==> src/dca_pkg.sv <==
// Purpose: Shared constants and types for the DMA cycle arbiter
// Assumes: AXI4-Lite register access, 32-bit data, 8-bit byte addresses
// Notes: Queue addresses are plain defaults, adjust to the memory map
package dca_pkg;
	localparam int ADDR_W = 8;
	localparam int DATA_W = 32;
	localparam int CTL_W = 8;
	localparam int PTR_W = 16;
	localparam int PWR_W = 2;

	// Register byte offsets
	localparam logic [ADDR_W-1:0] OFS_CTL0 = 8'h00;
	localparam logic [ADDR_W-1:0] OFS_CTL1 = 8'h04;
	localparam logic [ADDR_W-1:0] OFS_SRC0 = 8'h08;
	localparam logic [ADDR_W-1:0] OFS_SRC1 = 8'h0C;
	localparam logic [ADDR_W-1:0] OFS_DST0 = 8'h10;
	localparam logic [ADDR_W-1:0] OFS_DST1 = 8'h14;
	localparam logic [ADDR_W-1:0] OFS_PWR = 8'h18;
	localparam logic [ADDR_W-1:0] OFS_STAT = 8'h1C;

	// Channel control register fields
	localparam int CTL_GO = 0;
	localparam int CTL_DONE = 1;
	localparam int CTL_TRIG = 2;
	localparam int CTL_DEMAND = 3;
	localparam int CTL_SRC_INC = 4;
	localparam int CTL_SRC_SPACE = 5;
	localparam int CTL_DST_INC = 6;
	localparam int CTL_DST_SPACE = 7;

	// Power control register fields
	localparam int PWR_GRANT = 0;
	localparam int PWR_ASK = 1;

	// Status register fields
	localparam int STAT_ACK = 0;
	localparam int STAT_CODE = 1;
	localparam int STAT_INSTR = 3;
	localparam int STAT_LAST = 4;

	// Special-function addresses of the serial buffers
	localparam logic [PTR_W-1:0] SERIAL_BUF_ADDR = 16'h0099;
	localparam logic [PTR_W-1:0] RX_QUEUE_ADDR = 16'h00F4;
	localparam logic [PTR_W-1:0] TX_QUEUE_ADDR = 16'h0085;

	localparam logic [CTL_W-1:0] CTL_RST = 8'h00;
	localparam logic [PTR_W-1:0] PTR_RST = 16'h0000;
	localparam logic [PWR_W-1:0] PWR_RST = 2'h0;

	localparam logic [1:0] RESP_OKAY = 2'h0;
	localparam logic [1:0] RESP_SLVERR = 2'h2;

	typedef enum logic [1:0] {DCA_CH0, DCA_CH1, DCA_INSTR} dca_code_t;
	typedef enum logic [1:0] {DCA_LAST_NONE, DCA_LAST_CH0, DCA_LAST_CH1} dca_last_t;
endpackage : dca_pkg

==> src/dca_arbiter.sv <==
// Purpose: Picks the next internal bus task: channel 0, channel 1 or instruction
// Assumes: i_cycle_done pulses once as each instruction or DMA byte completes
// Notes: Hold acknowledge pin is synchronised; all other flags are same-clock
//
// Summary of operation
// - One DMA channel per cycle, suspends instructions
// - Arbitrate after every DMA or instruction cycle
// - DMA register write forces another instruction
// - Channel 0 first, then channel 1, else instruction
// - Burst mode always requests
// - External demand requests on its demand flag
// - Serial demand: buffer with receive/transmit flag
// - Serial buffer matches only in special-function space
// - Receive queue nonempty requests, back to back
// - Transmit queue needs preceding instruction cycle
// - Lone alternate channel requests after instruction
// - Paired alternate channels take turns
// - Burst channel 1 may stall transmit-queue channel
// - Hold modes qualify requests using external space
// - Demand and trigger bits pick the mode
// - Go bit clear means never granted
// - Space and increment bits pick address space
//
// The implementer's own choices: the AXI4-Lite interface to the registers and the register offsets.
`timescale 1ns/1ps
module dca_arbiter
	import dca_pkg::*;
(
	input wire logic i_clk,
	input wire logic i_sys_rst,
	input wire logic [ADDR_W-1:0] i_s_axi_awaddr,
	input wire logic i_s_axi_awvalid,
	output logic o_s_axi_awready,
	input wire logic [DATA_W-1:0] i_s_axi_wdata,
	input wire logic [3:0] i_s_axi_wstrb,
	input wire logic i_s_axi_wvalid,
	output logic o_s_axi_wready,
	output logic [1:0] o_s_axi_bresp,
	output logic o_s_axi_bvalid,
	input wire logic i_s_axi_bready,
	input wire logic [ADDR_W-1:0] i_s_axi_araddr,
	input wire logic i_s_axi_arvalid,
	output logic o_s_axi_arready,
	output logic [DATA_W-1:0] o_s_axi_rdata,
	output logic [1:0] o_s_axi_rresp,
	output logic o_s_axi_rvalid,
	input wire logic i_s_axi_rready,
	input wire logic i_cycle_done,
	input wire logic i_instr_wrote_dma,
	input wire logic i_ext_demand_flag_ch0,
	input wire logic i_ext_demand_flag_ch1,
	input wire logic i_receive_flag,
	input wire logic i_transmit_flag,
	input wire logic i_rx_queue_nonempty,
	input wire logic i_tx_queue_space_flag,
	input wire logic i_hold_ack_n,
	output logic [1:0] o_grant_code,
	output logic o_grant_strobe,
	output logic o_suspend_instr
);
	typedef struct packed {
		logic aw_full;
		logic [ADDR_W-1:0] awaddr;
		logic w_full;
		logic [DATA_W-1:0] wdata;
		logic [3:0] wstrb;
		logic awrdy;
		logic wrdy;
		logic bvalid;
		logic [1:0] bresp;
		logic arrdy;
		logic rvalid;
		logic [1:0] rresp;
		logic [DATA_W-1:0] rdata;
		logic [1:0][CTL_W-1:0] ctl;
		logic [1:0][PTR_W-1:0] src;
		logic [1:0][PTR_W-1:0] dst;
		logic [PWR_W-1:0] pwr;
		logic ack_s1;
		logic ack_s2;
		dca_code_t cur;
		logic instr_now;
		dca_last_t last;
		logic strobe;
		logic suspend;
	} dca_state_t;

	dca_state_t state_r;
	dca_state_t state_nxt;
	logic [1:0] req;
	logic [1:0] tq_hit;
	logic [1:0] hold_ok;
	logic [1:0] ext_flag;
	logic [DATA_W-1:0] bmask;
	logic wr_fire;

	assign ext_flag = {i_ext_demand_flag_ch1, i_ext_demand_flag_ch0};

	genvar gi;
	generate
		for (gi = 0; gi < 2; gi++) begin : g_chan
			logic [CTL_W-1:0] cn;
			logic [CTL_W-1:0] cm;
			logic src_sfr;
			logic dst_sfr;
			logic src_ext;
			logic dst_ext;
			logic burst;
			logic ext_dem;
			logic sp_dem;
			logic alt_self;
			logic alt_other;
			logic mode;
			logic own_last;
			assign cn = state_r.ctl[gi];
			assign cm = state_r.ctl[1-gi];
			assign src_sfr = cn[CTL_SRC_SPACE] & ~cn[CTL_SRC_INC];
			assign dst_sfr = cn[CTL_DST_SPACE] & ~cn[CTL_DST_INC];
			assign src_ext = ~cn[CTL_SRC_SPACE];
			assign dst_ext = ~cn[CTL_DST_SPACE];
			assign burst = ~cn[CTL_DEMAND] & cn[CTL_TRIG];
			assign ext_dem = cn[CTL_DEMAND] & cn[CTL_TRIG];
			assign sp_dem = cn[CTL_DEMAND] & ~cn[CTL_TRIG];
			assign alt_self = ~cn[CTL_DEMAND] & ~cn[CTL_TRIG];
			assign alt_other = ~cm[CTL_DEMAND] & ~cm[CTL_TRIG] & cm[CTL_GO];
			assign own_last = (state_r.last == ((gi == 0) ? DCA_LAST_CH0 : DCA_LAST_CH1));
			assign tq_hit[gi] = sp_dem & dst_sfr & (state_r.dst[gi] == TX_QUEUE_ADDR)
				& i_tx_queue_space_flag & state_r.instr_now;
			always_comb begin
				mode = 1'b0;
				if (burst) begin
					mode = 1'b1;
				end else if (ext_dem) begin
					mode = ext_flag[gi];
				end else if (sp_dem) begin
					mode = (src_sfr & (state_r.src[gi] == SERIAL_BUF_ADDR) & i_receive_flag)
						| (dst_sfr & (state_r.dst[gi] == SERIAL_BUF_ADDR) & i_transmit_flag)
						| (src_sfr & (state_r.src[gi] == RX_QUEUE_ADDR) & i_rx_queue_nonempty)
						| tq_hit[gi];
				end else if (alt_self & ~alt_other) begin
					mode = state_r.instr_now;
				end else begin
					mode = state_r.instr_now & ~own_last;
				end
			end
			assign hold_ok[gi] = ~(src_ext | dst_ext)
				| (state_r.pwr[PWR_GRANT] & state_r.ack_s2)
				| (state_r.pwr[PWR_ASK] & ~state_r.ack_s2);
			assign req[gi] = mode & (~(|state_r.pwr) | hold_ok[gi]);
		end
	endgenerate

	assign bmask = {{8{state_r.wstrb[3]}}, {8{state_r.wstrb[2]}}, {8{state_r.wstrb[1]}}, {8{state_r.wstrb[0]}}};
	assign wr_fire = state_r.aw_full & state_r.w_full & ~state_r.bvalid;

	always_comb begin
		state_nxt = state_r;
		state_nxt.strobe = 1'b0;
		// Only the second stage is read by logic
		state_nxt.ack_s1 = i_hold_ack_n;
		state_nxt.ack_s2 = state_r.ack_s1;

		if (i_s_axi_awvalid & state_r.awrdy) begin
			state_nxt.aw_full = 1'b1;
			state_nxt.awaddr = i_s_axi_awaddr;
		end
		if (i_s_axi_wvalid & state_r.wrdy) begin
			state_nxt.w_full = 1'b1;
			state_nxt.wdata = i_s_axi_wdata;
			state_nxt.wstrb = i_s_axi_wstrb;
		end
		if (state_r.bvalid & i_s_axi_bready) begin
			state_nxt.bvalid = 1'b0;
		end
		// Register write once both halves are held
		if (wr_fire) begin
			state_nxt.aw_full = 1'b0;
			state_nxt.w_full = 1'b0;
			state_nxt.bvalid = 1'b1;
			state_nxt.bresp = RESP_OKAY;
			unique case (state_r.awaddr)
				OFS_CTL0: state_nxt.ctl[0] = CTL_W'((state_r.ctl[0] & ~bmask) | (state_r.wdata & bmask));
				OFS_CTL1: state_nxt.ctl[1] = CTL_W'((state_r.ctl[1] & ~bmask) | (state_r.wdata & bmask));
				OFS_SRC0: state_nxt.src[0] = PTR_W'((state_r.src[0] & ~bmask) | (state_r.wdata & bmask));
				OFS_SRC1: state_nxt.src[1] = PTR_W'((state_r.src[1] & ~bmask) | (state_r.wdata & bmask));
				OFS_DST0: state_nxt.dst[0] = PTR_W'((state_r.dst[0] & ~bmask) | (state_r.wdata & bmask));
				OFS_DST1: state_nxt.dst[1] = PTR_W'((state_r.dst[1] & ~bmask) | (state_r.wdata & bmask));
				OFS_PWR: state_nxt.pwr = PWR_W'((state_r.pwr & ~bmask) | (state_r.wdata & bmask));
				OFS_STAT: state_nxt.bresp = RESP_OKAY;
				default: state_nxt.bresp = RESP_SLVERR;
			endcase
		end

		if (state_r.rvalid & i_s_axi_rready) begin
			state_nxt.rvalid = 1'b0;
		end
		if (i_s_axi_arvalid & state_r.arrdy) begin
			state_nxt.rvalid = 1'b1;
			state_nxt.rresp = RESP_OKAY;
			state_nxt.rdata = '0;
			unique case (i_s_axi_araddr)
				OFS_CTL0: state_nxt.rdata[CTL_W-1:0] = state_r.ctl[0];
				OFS_CTL1: state_nxt.rdata[CTL_W-1:0] = state_r.ctl[1];
				OFS_SRC0: state_nxt.rdata[PTR_W-1:0] = state_r.src[0];
				OFS_SRC1: state_nxt.rdata[PTR_W-1:0] = state_r.src[1];
				OFS_DST0: state_nxt.rdata[PTR_W-1:0] = state_r.dst[0];
				OFS_DST1: state_nxt.rdata[PTR_W-1:0] = state_r.dst[1];
				OFS_PWR: state_nxt.rdata[PWR_W-1:0] = state_r.pwr;
				OFS_STAT: begin
					state_nxt.rdata[STAT_ACK] = state_r.ack_s2;
					state_nxt.rdata[STAT_CODE +: 2] = state_r.cur;
					state_nxt.rdata[STAT_INSTR] = state_r.instr_now;
					state_nxt.rdata[STAT_LAST +: 2] = state_r.last;
				end
				default: state_nxt.rresp = RESP_SLVERR;
			endcase
		end

		if (i_cycle_done) begin
			state_nxt.strobe = 1'b1;
			if (state_r.instr_now & i_instr_wrote_dma) begin
				state_nxt.cur = DCA_INSTR;
			end else if (state_r.ctl[0][CTL_GO] & req[0]) begin
				state_nxt.cur = DCA_CH0;
			// requesting channel 1 wins only when channel 0 is not requesting
			end else if (state_r.ctl[1][CTL_GO] & req[1]) begin
				state_nxt.cur = DCA_CH1;
			end else begin
				state_nxt.cur = DCA_INSTR;
			end
			state_nxt.instr_now = (state_nxt.cur == DCA_INSTR);
			if (state_nxt.cur == DCA_CH0) begin
				state_nxt.last = DCA_LAST_CH0;
			end else if (state_nxt.cur == DCA_CH1) begin
				state_nxt.last = DCA_LAST_CH1;
			end
		end
		// instructions stop while a channel owns the bus
		state_nxt.suspend = (state_nxt.cur != DCA_INSTR);

		// Ready only when the holding slot is free, avoids overwrite
		state_nxt.awrdy = ~state_nxt.aw_full & ~state_nxt.bvalid;
		state_nxt.wrdy = ~state_nxt.w_full & ~state_nxt.bvalid;
		state_nxt.arrdy = ~state_nxt.rvalid;
	end

	always_ff @(posedge i_clk or posedge i_sys_rst) begin
		if (i_sys_rst) begin
			state_r <= '0;
			state_r.ctl <= {CTL_RST, CTL_RST};
			state_r.src <= {PTR_RST, PTR_RST};
			state_r.dst <= {PTR_RST, PTR_RST};
			state_r.pwr <= PWR_RST;
			state_r.ack_s1 <= 1'b1;
			state_r.ack_s2 <= 1'b1;
			state_r.cur <= DCA_INSTR;
			state_r.instr_now <= 1'b1;
			state_r.last <= DCA_LAST_NONE;
		end else begin
			state_r <= state_nxt;
		end
	end

	assign o_s_axi_awready = state_r.awrdy;
	assign o_s_axi_wready = state_r.wrdy;
	assign o_s_axi_bresp = state_r.bresp;
	assign o_s_axi_bvalid = state_r.bvalid;
	assign o_s_axi_arready = state_r.arrdy;
	assign o_s_axi_rdata = state_r.rdata;
	assign o_s_axi_rresp = state_r.rresp;
	assign o_s_axi_rvalid = state_r.rvalid;
	assign o_grant_code = state_r.cur;
	assign o_grant_strobe = state_r.strobe;
	assign o_suspend_instr = state_r.suspend;
endmodule : dca_arbiter

==> config.mk <==
export PLATFORM = sky130hd
export DESIGN_NAME = dca_arbiter
export DESIGN_NICKNAME = d
export VERILOG_FILES = /design/src/dca_pkg.sv /design/src/dca_arbiter.sv
export SDC_FILE = /design/constraint.sdc
export NUM_CORES = 1
export LEC_CHECK = 0
export BUFFER_PORTS_ARGS = -buffer_cell sky130_fd_sc_hd__buf_2
export CAP_MARGIN = 30
export CORE_ASPECT_RATIO = 1.4
export CORE_MARGIN = 4
export CORE_UTILIZATION = 30
export CTS_CLUSTER_SIZE = 10
export DETAILED_ROUTE_END_ITERATION = 8
export PLACE_DENSITY_LB_ADDON = 0.25
export SYNTH_ARGS = -nofsm -noshare
export SYNTH_HDL_FRONTEND = slang
export SYNTH_SLANG_ARGS = --single-unit
==> constraint.sdc <==
create_clock -name i_clk -period 5.9 [get_ports i_clk]
set_clock_uncertainty 0.2 [all_clocks]
set_input_delay 0.295 -clock i_clk [delete_from_list [all_inputs] [get_ports i_clk]]
set_output_delay 0.295 -clock i_clk [all_outputs]
set_load 0.02 [all_outputs]
* Yosys cells after proc, flatten, opt, wreduce, memory -nomap -nowiden
Index checks and enable logic that the tools add are counted.
Word-level totals: register bits 162, input bits 68, output and inout bits 45, word-level logic and storage cells 207
Operators by class: eq/ne operators 27, mux-type cells 29, bitwise gates (word level) 109, reductions and logical operators 15
Operator list (number):
- $eq A16 B8 Y1 const B | 8
- $and A16 B16 Y16 | 5
- $eq A8 B5 Y1 const B | 8
- $or A16 B16 Y16 | 4
- $and A1 B1 Y1 | 54
- $mux W37 | 1
- $mux W35 | 1
- $eq A8 B4 Y1 const B | 4
- $pmux W8 S4 | 1
- $pmux W4 S7 | 1
- $not A1 Y1 | 25
- $and A8 B8 Y8 | 2
- $eq A8 B3 Y1 const B | 2
- $logic_not A8 Y1 | 2
- $mux W2 | 8
- $not A16 Y16 | 1
- $or A8 B8 Y8 | 2
- $pmux W2 S8 | 1
- $reduce_and A2 Y1 | 8
- $reduce_or A8 Y1 | 2
- $or A1 B1 Y1 | 14
- $mux W1 | 12
- $pmux W2 S6 | 1
- $mux W9 | 1
- other kinds (10) | 12

* Logic depth before layout (Yosys ltp)
Gate-level depths: netlist (run 1).
depth in word-level cells 21, depth in mapped cells 7, depth with buffers taken out 5

* Least setup slack after synthesis (run 1)
No wires, ideal clock.
path kind reg2reg, from register (tool-made name), to register state_r[2] (netlist name), setup time 0.121 ns, data arrival time 1.830 ns, data required time 5.579 ns, path slack 3.749 ns, cell stages (with the launch flop) 6, buffers on the path 0, period minus slack after synthesis 2.151 ns, cell sequence dfrtp_1 > or4_1 > or3_4 > a2111oi_4 > o31ai_2 > a22o_1
RTL lines:
- to (signal assigned) | RTL line dca_arbiter.sv:260 | state_r <= state_nxt;
- to (decl) | RTL line dca_arbiter.sv:88 | dca_state_t state_r;

==> results of run 1 <==
## final cells by class
cell class | instances | area, um2 | area share, %
clock inverters | 10 | 185 | 2.25
multi-input cells | 347 | 2870 | 34.8
inverters | 12 | 50.0 | 0.607
well taps | 297 | 372 | 4.51
clock buffers | 21 | 470 | 5.70
repair buffers | 113 | 746 | 9.04
flip-flops and latches | 142 | 3560 | 43.1
## metal layers
metal	vias up	GRT usage, %	routed length, um
met4	0	7.42	582
li1	2141	-	-
met1	2383	17.7	7320
met5	-	0	0
met2	150	26.7	9370
met3	40	3.49	898
## report_power, final
group          switching, mW  internal [mW]  total (mW)
sequential             0.232           1.16        1.39
combinational          0.213          0.228       0.441
clock                  0.405          0.781        1.19
## cell usage in the layout, fill, tap and decap left out, drive strengths merged, types with 4 or more instances in the layout
cell type	instances
and3	4
buf	78
dlygate4sd3	35
mux2	108
mux2i	7
bufinv	5
nand2	39
o21ai	13
a21oi	10
a22o	9
nand3	7
nor2	14
clkbuf	21
dfstp	4
nor4bb	5
nor4	9
a221oi	4
nor3	7
clkinv	4
conb	18
nor4b	8
dfrtp	138
a22oi	18
a31oi	5
nand4	4
inv	12
## cells in the mapped netlist, types with 3 or more instances
cell	instances	share of area [%]
o21ai_0	8	0.59
nor4_1	4	0.37
mux2_1	82	14
nor4b_1	8	1.0
nor2b_1	3	0.28
dfrtp_1	138	51
a222oi_1	3	0.44
mux4_2	3	1.0
a22o_1	9	1.2
buf_4	41	4.6
and3_1	4	0.37
dfstp_2	4	1.6
nor4_4	3	0.94
o21ai_1	5	0.37
nor2_1	13	0.72
nand3_1	7	0.52
inv_1	11	0.61
a21oi_1	9	0.67
nor3_1	7	0.52
a31oi_1	5	0.46
a221oi_1	4	0.52
nand4_1	4	0.37
mux2_2	26	4.3
mux2i_1	7	1.0
clkbuf_1	8	0.44
a22oi_1	18	2.0
nand2_1	39	2.2
nor4bb_1	5	0.74
a32oi_1	3	0.39
## metrics by stage
step                      power (mW)  hold slack [ps]  setup WS [ps]
after floorplan                 1.64             99.5           1600
after global placement          1.81              146           3310
after detailed placement        1.84              150           3280
after CTS                       3.06              127           3330
after global routing            3.16              168           3340
final                           3.02              140           3310
## critical path, cell delays in order (launching register included)
cell      delay, ps
dfrtp_1         390
or4b_1          540
nor4_1          560
a32oi_1         330
o22a_1          290
a21boi_1        140
## logic make-up (layout without fill, tap and decap cells)
family	Yosys count	after routing	share of synthesized area (%)
compound gates	86	86	9.70
buf+inv	63	156	5.89
flops	142	142	52.6
mux	118	118	20.0
other cells	1	18	0.0555
simple gates	125	125	11.7
## path summary, 6_finish.rpt
kind                                         from                             to  slack [ps]  depth (start not counted)
hold reg to reg            state_nxt[7]$_DFF_PP1_           state_r[7]$_DFF_PP1_         160                          0
setup reg to reg                             flop         state_r[3]$_DFFE_PP0P_        3310                          5
hold / removal                    i_s_axi_arvalid   o_s_axi_rdata[7]$_DFFE_PP0P_         140                          3
min in group asynchronous               i_sys_rst           bmask[0]$_DFFE_PP0P_         340                          3
setup / recovery                             flop         state_r[3]$_DFFE_PP0P_        3310                          5
max in group asynchronous               i_sys_rst  o_s_axi_rdata[15]$_DFFE_PP0P_        3820                          4
==> impl_results.md, run 1 <==
- Layout cells sized above 1: 24.2%
- Status: finished, final reports clean
- Worst slew margin: around 40%
- Main synth FF type: dfrtp_1
- Hold Path Class: input port to flop
- DRT antenna net count: 0
- GPL Wtd Cong: 0.878
- Startpoint class of the critical path: flop
- Worst path arrival time: 2680 ps
- Largest net degree at the start of global routing: 75
- Clock period minus worst slack: approximately 2600 ps
- Row cnt: between 60 and 70
- Fin cells: ~940
- Post-synthesis cell count: ~540
- WS Path Type: flop to flop
- Core Region: 22000 um2
- Die height: 186 um
- Post-route design area: 8250 um2
- Area delta synth->final: 22.0%
- Crit path required time: 5990 ps
- Ys async rst share: 100%
- DR DRC count: 0
- Die Area: 25000 um2
- Netlist cell types: 66
- First-pass DRT Iterations: 5
- Setup tns final: 0 ps
- Ant. Diodes: 0
- Sequential-to-total area share from yosys stat: 52.6%
- Routed wire length: 18200 um
- Initial antenna violation count: 0
- Slew Limit Fails: 0
- CTS tree: built
- Synth warn: 0
- Placed insts: 876
- Post-CTS Resized: 0
- Total gr overflow: 0
- Placed inst area: between 7000 and 8000 um2
- PwrDens: about 370 nW/um2
- Final core utilization: 37.5%
- Vias: 4714
- Maximum capacitance violations: 0
- EDFF count, synth: 0
- RSZ-0062 raised after global routing: no
- Least-Margin Pin Slew: 901 ps
- Max Clk Rate: 0.387 GHz
- Hpwl dp: ~14000 um
- CTS Buf Count: 17
- Clk_lat worst skew: 430 ps
- Worst VDD drop: 0.216 mV
- Vias in the first global route: ~5000
- Mapped Area: 6760 um2
- Initial Util: 30.7%
- GRT Total Usage: roughly 15%
- Number of sinks on the clock net: 142
- Mean Syn Cell Area: 12.6 um2
- # IOs: 113
- Max H-tree Level: 4
- Die width: 135 um
- PortBufs: 76
- # hold bufs at CTS: 35
- Final setup fails: 0
- Final period util: 43.8%
- Layout Nets: 701
- CTS Root Cell: clkbuf_16
- CP max FO: 3
- Synthesized flop and latch total: ~140
- DR iter-0 viols: 305
- Avg WL per Cell: 19.3 um
- Post-CTS Repair Setup Buffers: 0
- CP Capture Type: flop
- Clock tree buffer depth: 2
- Register clock-pin slew on the reported worst setup and hold paths: 60 ps
- Fill count: about 2100
- Leak: slightly below 4 nW
- Wire length of the first global-routing pass: 28800 um
- Hold Violations, Final: 0
- Post-DR vias/cell: 5.00
Power figures use the tool's default switching activity.
==> run 2, diff against run 1 <==
==> constraint.sdc (replaced) <==
create_clock -name i_clk -period 2.2 [get_ports i_clk]
set_clock_uncertainty 0.2 [all_clocks]
set_input_delay 0.11 -clock i_clk [delete_from_list [all_inputs] [get_ports i_clk]]
set_output_delay 0.11 -clock i_clk [all_outputs]
set_load 0.02 [all_outputs]
==> run 2 against run 1 <==
  * The flow now finishes with violations (setup timing)
  * Routed wire length rose by 1.1%
  * Sequential cell count unchanged
  * Global-route usage rose by 0.24 points
  * Fmax up 17%
  * Cell area up 2.8%
  * Sequential share of layout area is 1.2 points lower
  * Critical path depth unchanged
  * Combinational power increased to 2.9 times the previous value
  * Largest power group unchanged
  * Highest routed layer unchanged
==> impl_results.md, run 2 (synthesized netlist as in run 1, its figures left out) <==
- CP max FO: 6 (+3)
- Routed wire length: 18400 um (+1.1%)
- GPL Wtd Cong: 0.874 (-0.48%)
- Area delta synth->final: 25.5%
- Clock tree buffer depth: 2 (unchanged)
- Tot Pwr: 7.62 mW (+150%)
- Post-place setup slack: -154 ps (-3440 ps)
- Wire length of the first global-routing pass: 29600 um (+2.6%)
- Worst path arrival time: 2320 ps (-360 ps)
- Slew Limit Fails: 0 (unchanged)
- Status: finished with violations
- Placed inst area: 7530 um2 (+3.9%)
- Hold Path Class: input port to flop
- Maximum capacitance violations: 0 (unchanged)
- Setup tns final: -9.57 ps (-9.57 ps)
- DRT antenna net count: 0 (unchanged)
- GRT Total Usage: 15.5% (+0.24 points)
- Register clock-pin slew on the reported worst setup and hold paths: 60 ps (about the same)
- Most common cell after layout, fill and taps aside: dfrtp_1
- Largest net degree at the start of global routing: 75 (unchanged)
- R2r endpoint: state_r[2]$_DFFE_PP0P_
- CP Capture Type: flop
- Initial Util: 30.7% (unchanged)
- Fill count: 2111 (-0.57%)
- Post-DR vias/cell: 4.96 (-0.84%)
- Worst slew margin: 67.1% (+27 points)
- Max Clk Rate: 0.453 GHz (+17%)
- Clock period minus worst slack: 2210 ps (-377 ps)
- CTS tree: built
- First-pass DRT Iterations: 4 (-1)
- Failing checks: setup timing
- CTS Buf Count: 17 (unchanged)
- Initial antenna violation count: 0 (unchanged)
- Final period util: 100% (+57 points)
- Ant. Diodes: 0 (unchanged)
- # IOs: 113 (unchanged)
- Worst VDD drop: 0.556 mV (+160%)
- DR DRC count: 0 (unchanged)
- Number of sinks on the clock net: 142 (unchanged)
- Least-Margin Pin Slew: 489 ps (-412 ps)
- Clk_lat worst skew: 420 ps (about the same)
- CTS Root Cell: clkbuf_16
- WS Path Type: flop to flop
- Crit path required time: 2310 ps (-3680 ps)
- Layout cells sized above 1: 29.1% (+4.9 points)
- PwrDens: 898 nW/um2 (+150%)
- Post-route design area: 8480 um2 (+2.8%)
- Leak: 4.03 nW (+3.4%)
- Row cnt: 64 (unchanged)
- Hold Violations, Final: 0 (unchanged)
- Die Area: 25000 um2 (unchanged)
- WHS Path Cells: 4 (+1)
- Core Region: 22000 um2 (unchanged)
- Die width: 135 um (unchanged)
- Final setup fails: 1 (+1)
- Worst Setup EP: state_r[2]$_DFFE_PP0P_
- Total gr overflow: 0 (unchanged)
- RSZ-0062 raised after global routing: yes
- Hpwl dp: 14100 um (+3.1%)
- Most frequent cells in the layout: dfrtp_1, mux2_1, buf_2
- Vias: 4853 (+2.9%)
- Flop-to-flop setup slack: -10 ps (-3320 ps)
- PortBufs: 76 (unchanged)
- Die height: 186 um (unchanged)
- Startpoint class of the critical path: flop
- R2R depth: 5 (unchanged)
- Avg WL per Cell: 18.8 um (-2.6%)
- Final setup margin: -9.57 ps (-3320 ps)
- Vias in the first global route: 5303 (+5.5%)
- Max H-tree Level: 4 (unchanged)
- DR iter-0 viols: 269 (-12%)
- Layout Nets: 737 (+5.1%)
run 2: where the power goes:
part	switching [mW]	internal [mW]	leakage, nW
Combinational	0.600	0.686	1.90
Clock	1.09	1.51	0.253
Sequential	0.610	3.11	1.88
run 2: routing by layer:
metal  wire, um  vias up  share of wire, %  GRT usage, %
li1           -     2230                 -             -
met1       7390     2440                40          17.7
met2       9380      138                51          26.9
met3        866       45               4.7          3.49
met4        738        0               4.0          8.68
met5          0        -                 0             0
run 2: worst min-delay path by stage:
stage	startpoint	end	slack [ps]
global placement	i_sys_rst	o_s_axi_rvalid$_DFF_PP0_	-120
CTS	i_s_axi_araddr[3]	o_s_axi_rdata[0]$_DFFE_PP0P_	60
finish	i_s_axi_araddr[3]	o_s_axi_rdata[0]$_DFFE_PP0P_	90
global route	i_s_axi_araddr[3]	o_s_axi_rdata[0]$_DFFE_PP0P_	110
floorplan	i_hold_ack_n	state_nxt[7]$_DFF_PP1_	-90
detailed placement	i_sys_rst	o_s_axi_rvalid$_DFF_PP0_	-120
run 2: stage by stage:
stage,hold slack (ps),utilization (%),cells
floorplan,-85.5,-,552
global placement,-119,34.2,909
detailed placement,-116,34.2,909
CTS,56.6,38.4,977
global route,106,38.5,978
finish,90.9,38.5,978
run 2: cell type report:
type	instances	area (um2)	area share, %
flip-flops and latches	142	3560	42.0
multi-input cells	347	2910	34.3
repair buffers	149	1060	12.5
clock buffers	21	470	5.55
well taps	297	372	4.38
clock inverters	10	66.3	0.782
inverters	12	48.8	0.575
run 2: critical path: stages (launching register included):
cell and delay, ps:
dfrtp_1 400, or4_4 560, or3_4 360, a2111oi_4 280, o31ai_4 120, a22o_1 190
run 2: what timing repair did:
| item | 4_1_cts | 5_1_grt |
|---|---|---|
| endpoints found under the setup margin | 6 | 8 |
| buffers inserted | 0 | 1 |
| pin swaps | 1 | 2 |
| hold buffers | 37 | 0 |
| gates resized for setup | 3 | 6 |
| cloned | 0 | 0 |
| endpoints found under the hold margin | 184 | 0 |
==> run 3, diff against run 2 <==
--- a/config.mk
+++ b/config.mk
@@ -7,6 +7,8 @@
 export LEC_CHECK = 0
 export BUFFER_PORTS_ARGS = -buffer_cell sky130_fd_sc_hd__buf_2
 export CAP_MARGIN = 30
+export CELL_PAD_IN_SITES_DETAIL_PLACEMENT = 1
+export CELL_PAD_IN_SITES_GLOBAL_PLACEMENT = 2
 export CORE_ASPECT_RATIO = 1.4
 export CORE_MARGIN = 4
 export CORE_UTILIZATION = 30
==> run 3 against run 2 <==
  * The flow now finishes without violations
  * Register-to-register slack improved by 20 ps
  * Worst setup slack improved by 23 ps
  * First-iteration DRC count increased by 1.9%
  * Hold slack got worse by 4.4 ps
  * Clock-buffer cell count decreased by 3
  * Non-clock buffer count decreased by 1
  * Sequential share of layout area decreased by 0.40 points
  * Sequential cell count unchanged
  * Sequential power about the same
==> impl_results.md, run 3 (synthesized netlist as in run 1, its figures left out) <==
- Wire length of the first global-routing pass: 31900 um (+7.6%)
- Max Clk Rate: 0.457 GHz (+1.0%)
- WS Path Type: flop to flop
- Post-CTS Repair Setup Buffers: 0 (unchanged)
- CP max FO: 6 (unchanged)
- GRT Total Usage: 16.9% (+1.3 points)
- Final setup fails: 0 (-1)
- RSZ-0062 raised after global routing: yes
- Flop-to-flop setup slack: 10 ps (+20 ps)
- Maximum capacitance violations: 0 (unchanged)
- Initial Util: 30.7% (unchanged)
- Placed insts: 910 (+0.11%)
- Status: finished, final reports clean
- Hold Violations, Final: 0 (unchanged)
- Startpoint class of the critical path: flop
- Most common cell after layout, fill and taps aside: dfrtp_1
- PwrDens: 936 nW/um2 (+4.2%)
- Critical path buffers and inverters: 0 (unchanged)
- Register area: 3560 um2 (unchanged)
- Placed inst area: 7560 um2 (+0.43%)
- Vias in the first global route: 5394 (+1.7%)
- DRT antenna net count: 0 (unchanged)
- Hpwl dp: 15300 um (+8.4%)
- Hold Path Class: input port to asynchronous set/reset pin
- Sequential Power Share: 46.9% (-2.0 points)
- CTS Root Cell: clkbuf_16
- Slew Limit Fails: 0 (unchanged)
- Ant. Diodes: 0 (unchanged)
- Initial antenna violation count: 0 (unchanged)
- Row cnt: 64 (unchanged)
- Area delta synth->final: 26.7%
- Largest net degree at the start of global routing: 79 (+5.3%)
- Post-DR vias/cell: 4.91 (-1.0%)
- R2R depth: 5 (unchanged)
- Fill count: 2387 (+13%)
- R2r endpoint: state_r[2]$_DFFE_PP0P_
- Crit-path leading delay family: simple AND/OR/NAND/NOR gates
- Most frequent cells in the layout: dfrtp_1, mux2_1, buf_2
- Routed wire length: 20000 um (+8.9%)
- Worst slew margin: 62.6% (-4.5 points)
- Post-place setup slack: -127 ps (+26.8 ps)
- Min Hold Slack: 86.5 ps (-4.43 ps)
- Core Region: 22000 um2 (unchanged)
- Clock tree buffer depth: 2 (unchanged)
- Worst path cell trace: or4_4 -> or3_4 -> a2111oi_4 -> o31ai_4 -> a22o_1
- Sw Share: 30.1% (-0.16 points)
- Avg WL per Cell: 20.4 um (+8.9%)
- Layout Nets: 736 (-0.14%)
- Int Pwr: 5.60 mW (+5.4%)
- CP Capture Type: flop
- Slowest stage delay, CP: 550 ps (about the same)
- Tot Pwr: 8.01 mW (+5.2%)
- Worst VDD drop: 0.529 mV (-4.9%)
- Total gr overflow: 0 (unchanged)
- # IOs: 113 (unchanged)
- Die Area: 25000 um2 (unchanged)
- Layout cells sized above 1: 28.9% (-0.15 points)
- Number of sinks on the clock net: 142 (unchanged)
- Max H-tree Level: 4 (unchanged)
- Leak: 4.08 nW (+1.3%)
- Least-Margin Pin Slew: 559 ps (+70.5 ps)
- Final core utilization: 38.9% (+0.37 points)
- Crit path required time: 2320 ps (about the same)
- Clock period minus worst slack: 2190 ps (-22.9 ps)
- PortBufs: 76 (unchanged)
- DR DRC count: 0 (unchanged)
- Multi-input logic area: 2900 um2 (-0.17%)
- Clk pwr share: 36.9% (+2.6 points)
- CTS tree: built
- Fin cells: 978 (unchanged)
- Slowest cell on the critical path: or4_4
- Die width: 135 um (unchanged)
- DR iter-0 viols: 274 (+1.9%)
- Worst path arrival time: 2300 ps (-20 ps)
- First-pass DRT Iterations: 4 (unchanged)
- Comb power frac: 16.3% (-0.6 points)
- Post-route design area: 8560 um2 (+0.96%)
- CTS Buf Count: 17 (unchanged)
- Net Sw Power: 2.41 mW (+4.6%)
- Final period util: 99.4% (-1.0 points)
- Die height: 186 um (unchanged)
- Clk_lat worst skew: 430 ps (about the same)
- GPL Wtd Cong: 0.832 (-4.8%)
- Setup tns final: 0 ps (+9.57 ps)
- Register clock-pin slew on the reported worst setup and hold paths: 60 ps (about the same)
- Final setup margin: 13.3 ps (+22.9 ps)
- Vias: 4803 (-1.0%)
-- run 3: changes by cell type in the layout (fill, tap and decap cells not counted), sizes merged --
cell / delta
bufinv: +3
clkinv: +1
clkbuf: -3
dlygate4sd3: -1
-- run 3: worst max path at each step --
stage,startpoint,cells after the start,to,slack (ps)
after floorplan,flop,5,state_r[2]$_DFFE_PP0P_,50
after CTS,flop,5,state_r[2]$_DFFE_PP0P_,-3
after global placement,flop,5,state_r[2]$_DFFE_PP0P_,-110
final,flop,5,state_r[2]$_DFFE_PP0P_,10
after global routing,state_r[176]$_DFFE_PP0P_,5,flop,-20
after detailed placement,flop,5,state_r[2]$_DFFE_PP0P_,-130
-- run 3: what timing repair did --
| item | 4_1_cts | 5_1_grt |
|---|---|---|
| setup endpoints to repair | 6 | 22 |
| hold endpoints to repair | 102 | 0 |
| hold buffers | 36 | 0 |
| gates resized for setup | 3 | 3 |
| pin swaps | 1 | 1 |
-- run 3: layer usage --
layer	global-route usage [%]	vias up	share of wire, %	wire length, um
met1	19.6	2469	41	8100
met2	30.6	98	54	10800
met5	0	-	0	0
met4	6.19	0	2.3	459
met3	3.30	25	3.3	659
li1	-	2211	-	-
-- run 3: tightest hold or removal path, stage by stage --
cell	delay, ps
dlygate4sd3_1	530
buf_2	130
clkinvlp_4	380
-- run 3: cell type report --
cell class | count | area share (%)
clock buffer | 18 | 5.13
clock inverter | 14 | 1.97
inverter | 12 | 0.570
multi-input combinational | 347 | 33.9
sequential | 142 | 41.6
tap | 297 | 4.34
timing repair buffer | 148 | 12.5
-- run 3: power groups by stage --
stage | combinational (mW) | sequential (mW) | clock (mW)
final | 1.30 | 3.75 | 2.95
after global routing | 1.45 | 3.83 | 3.19
after CTS | 1.33 | 3.76 | 3.05
after detailed placement | 1.26 | 3.80 | 0
after global placement | 1.22 | 3.78 | 0
after floorplan | 0.888 | 3.52 | 0
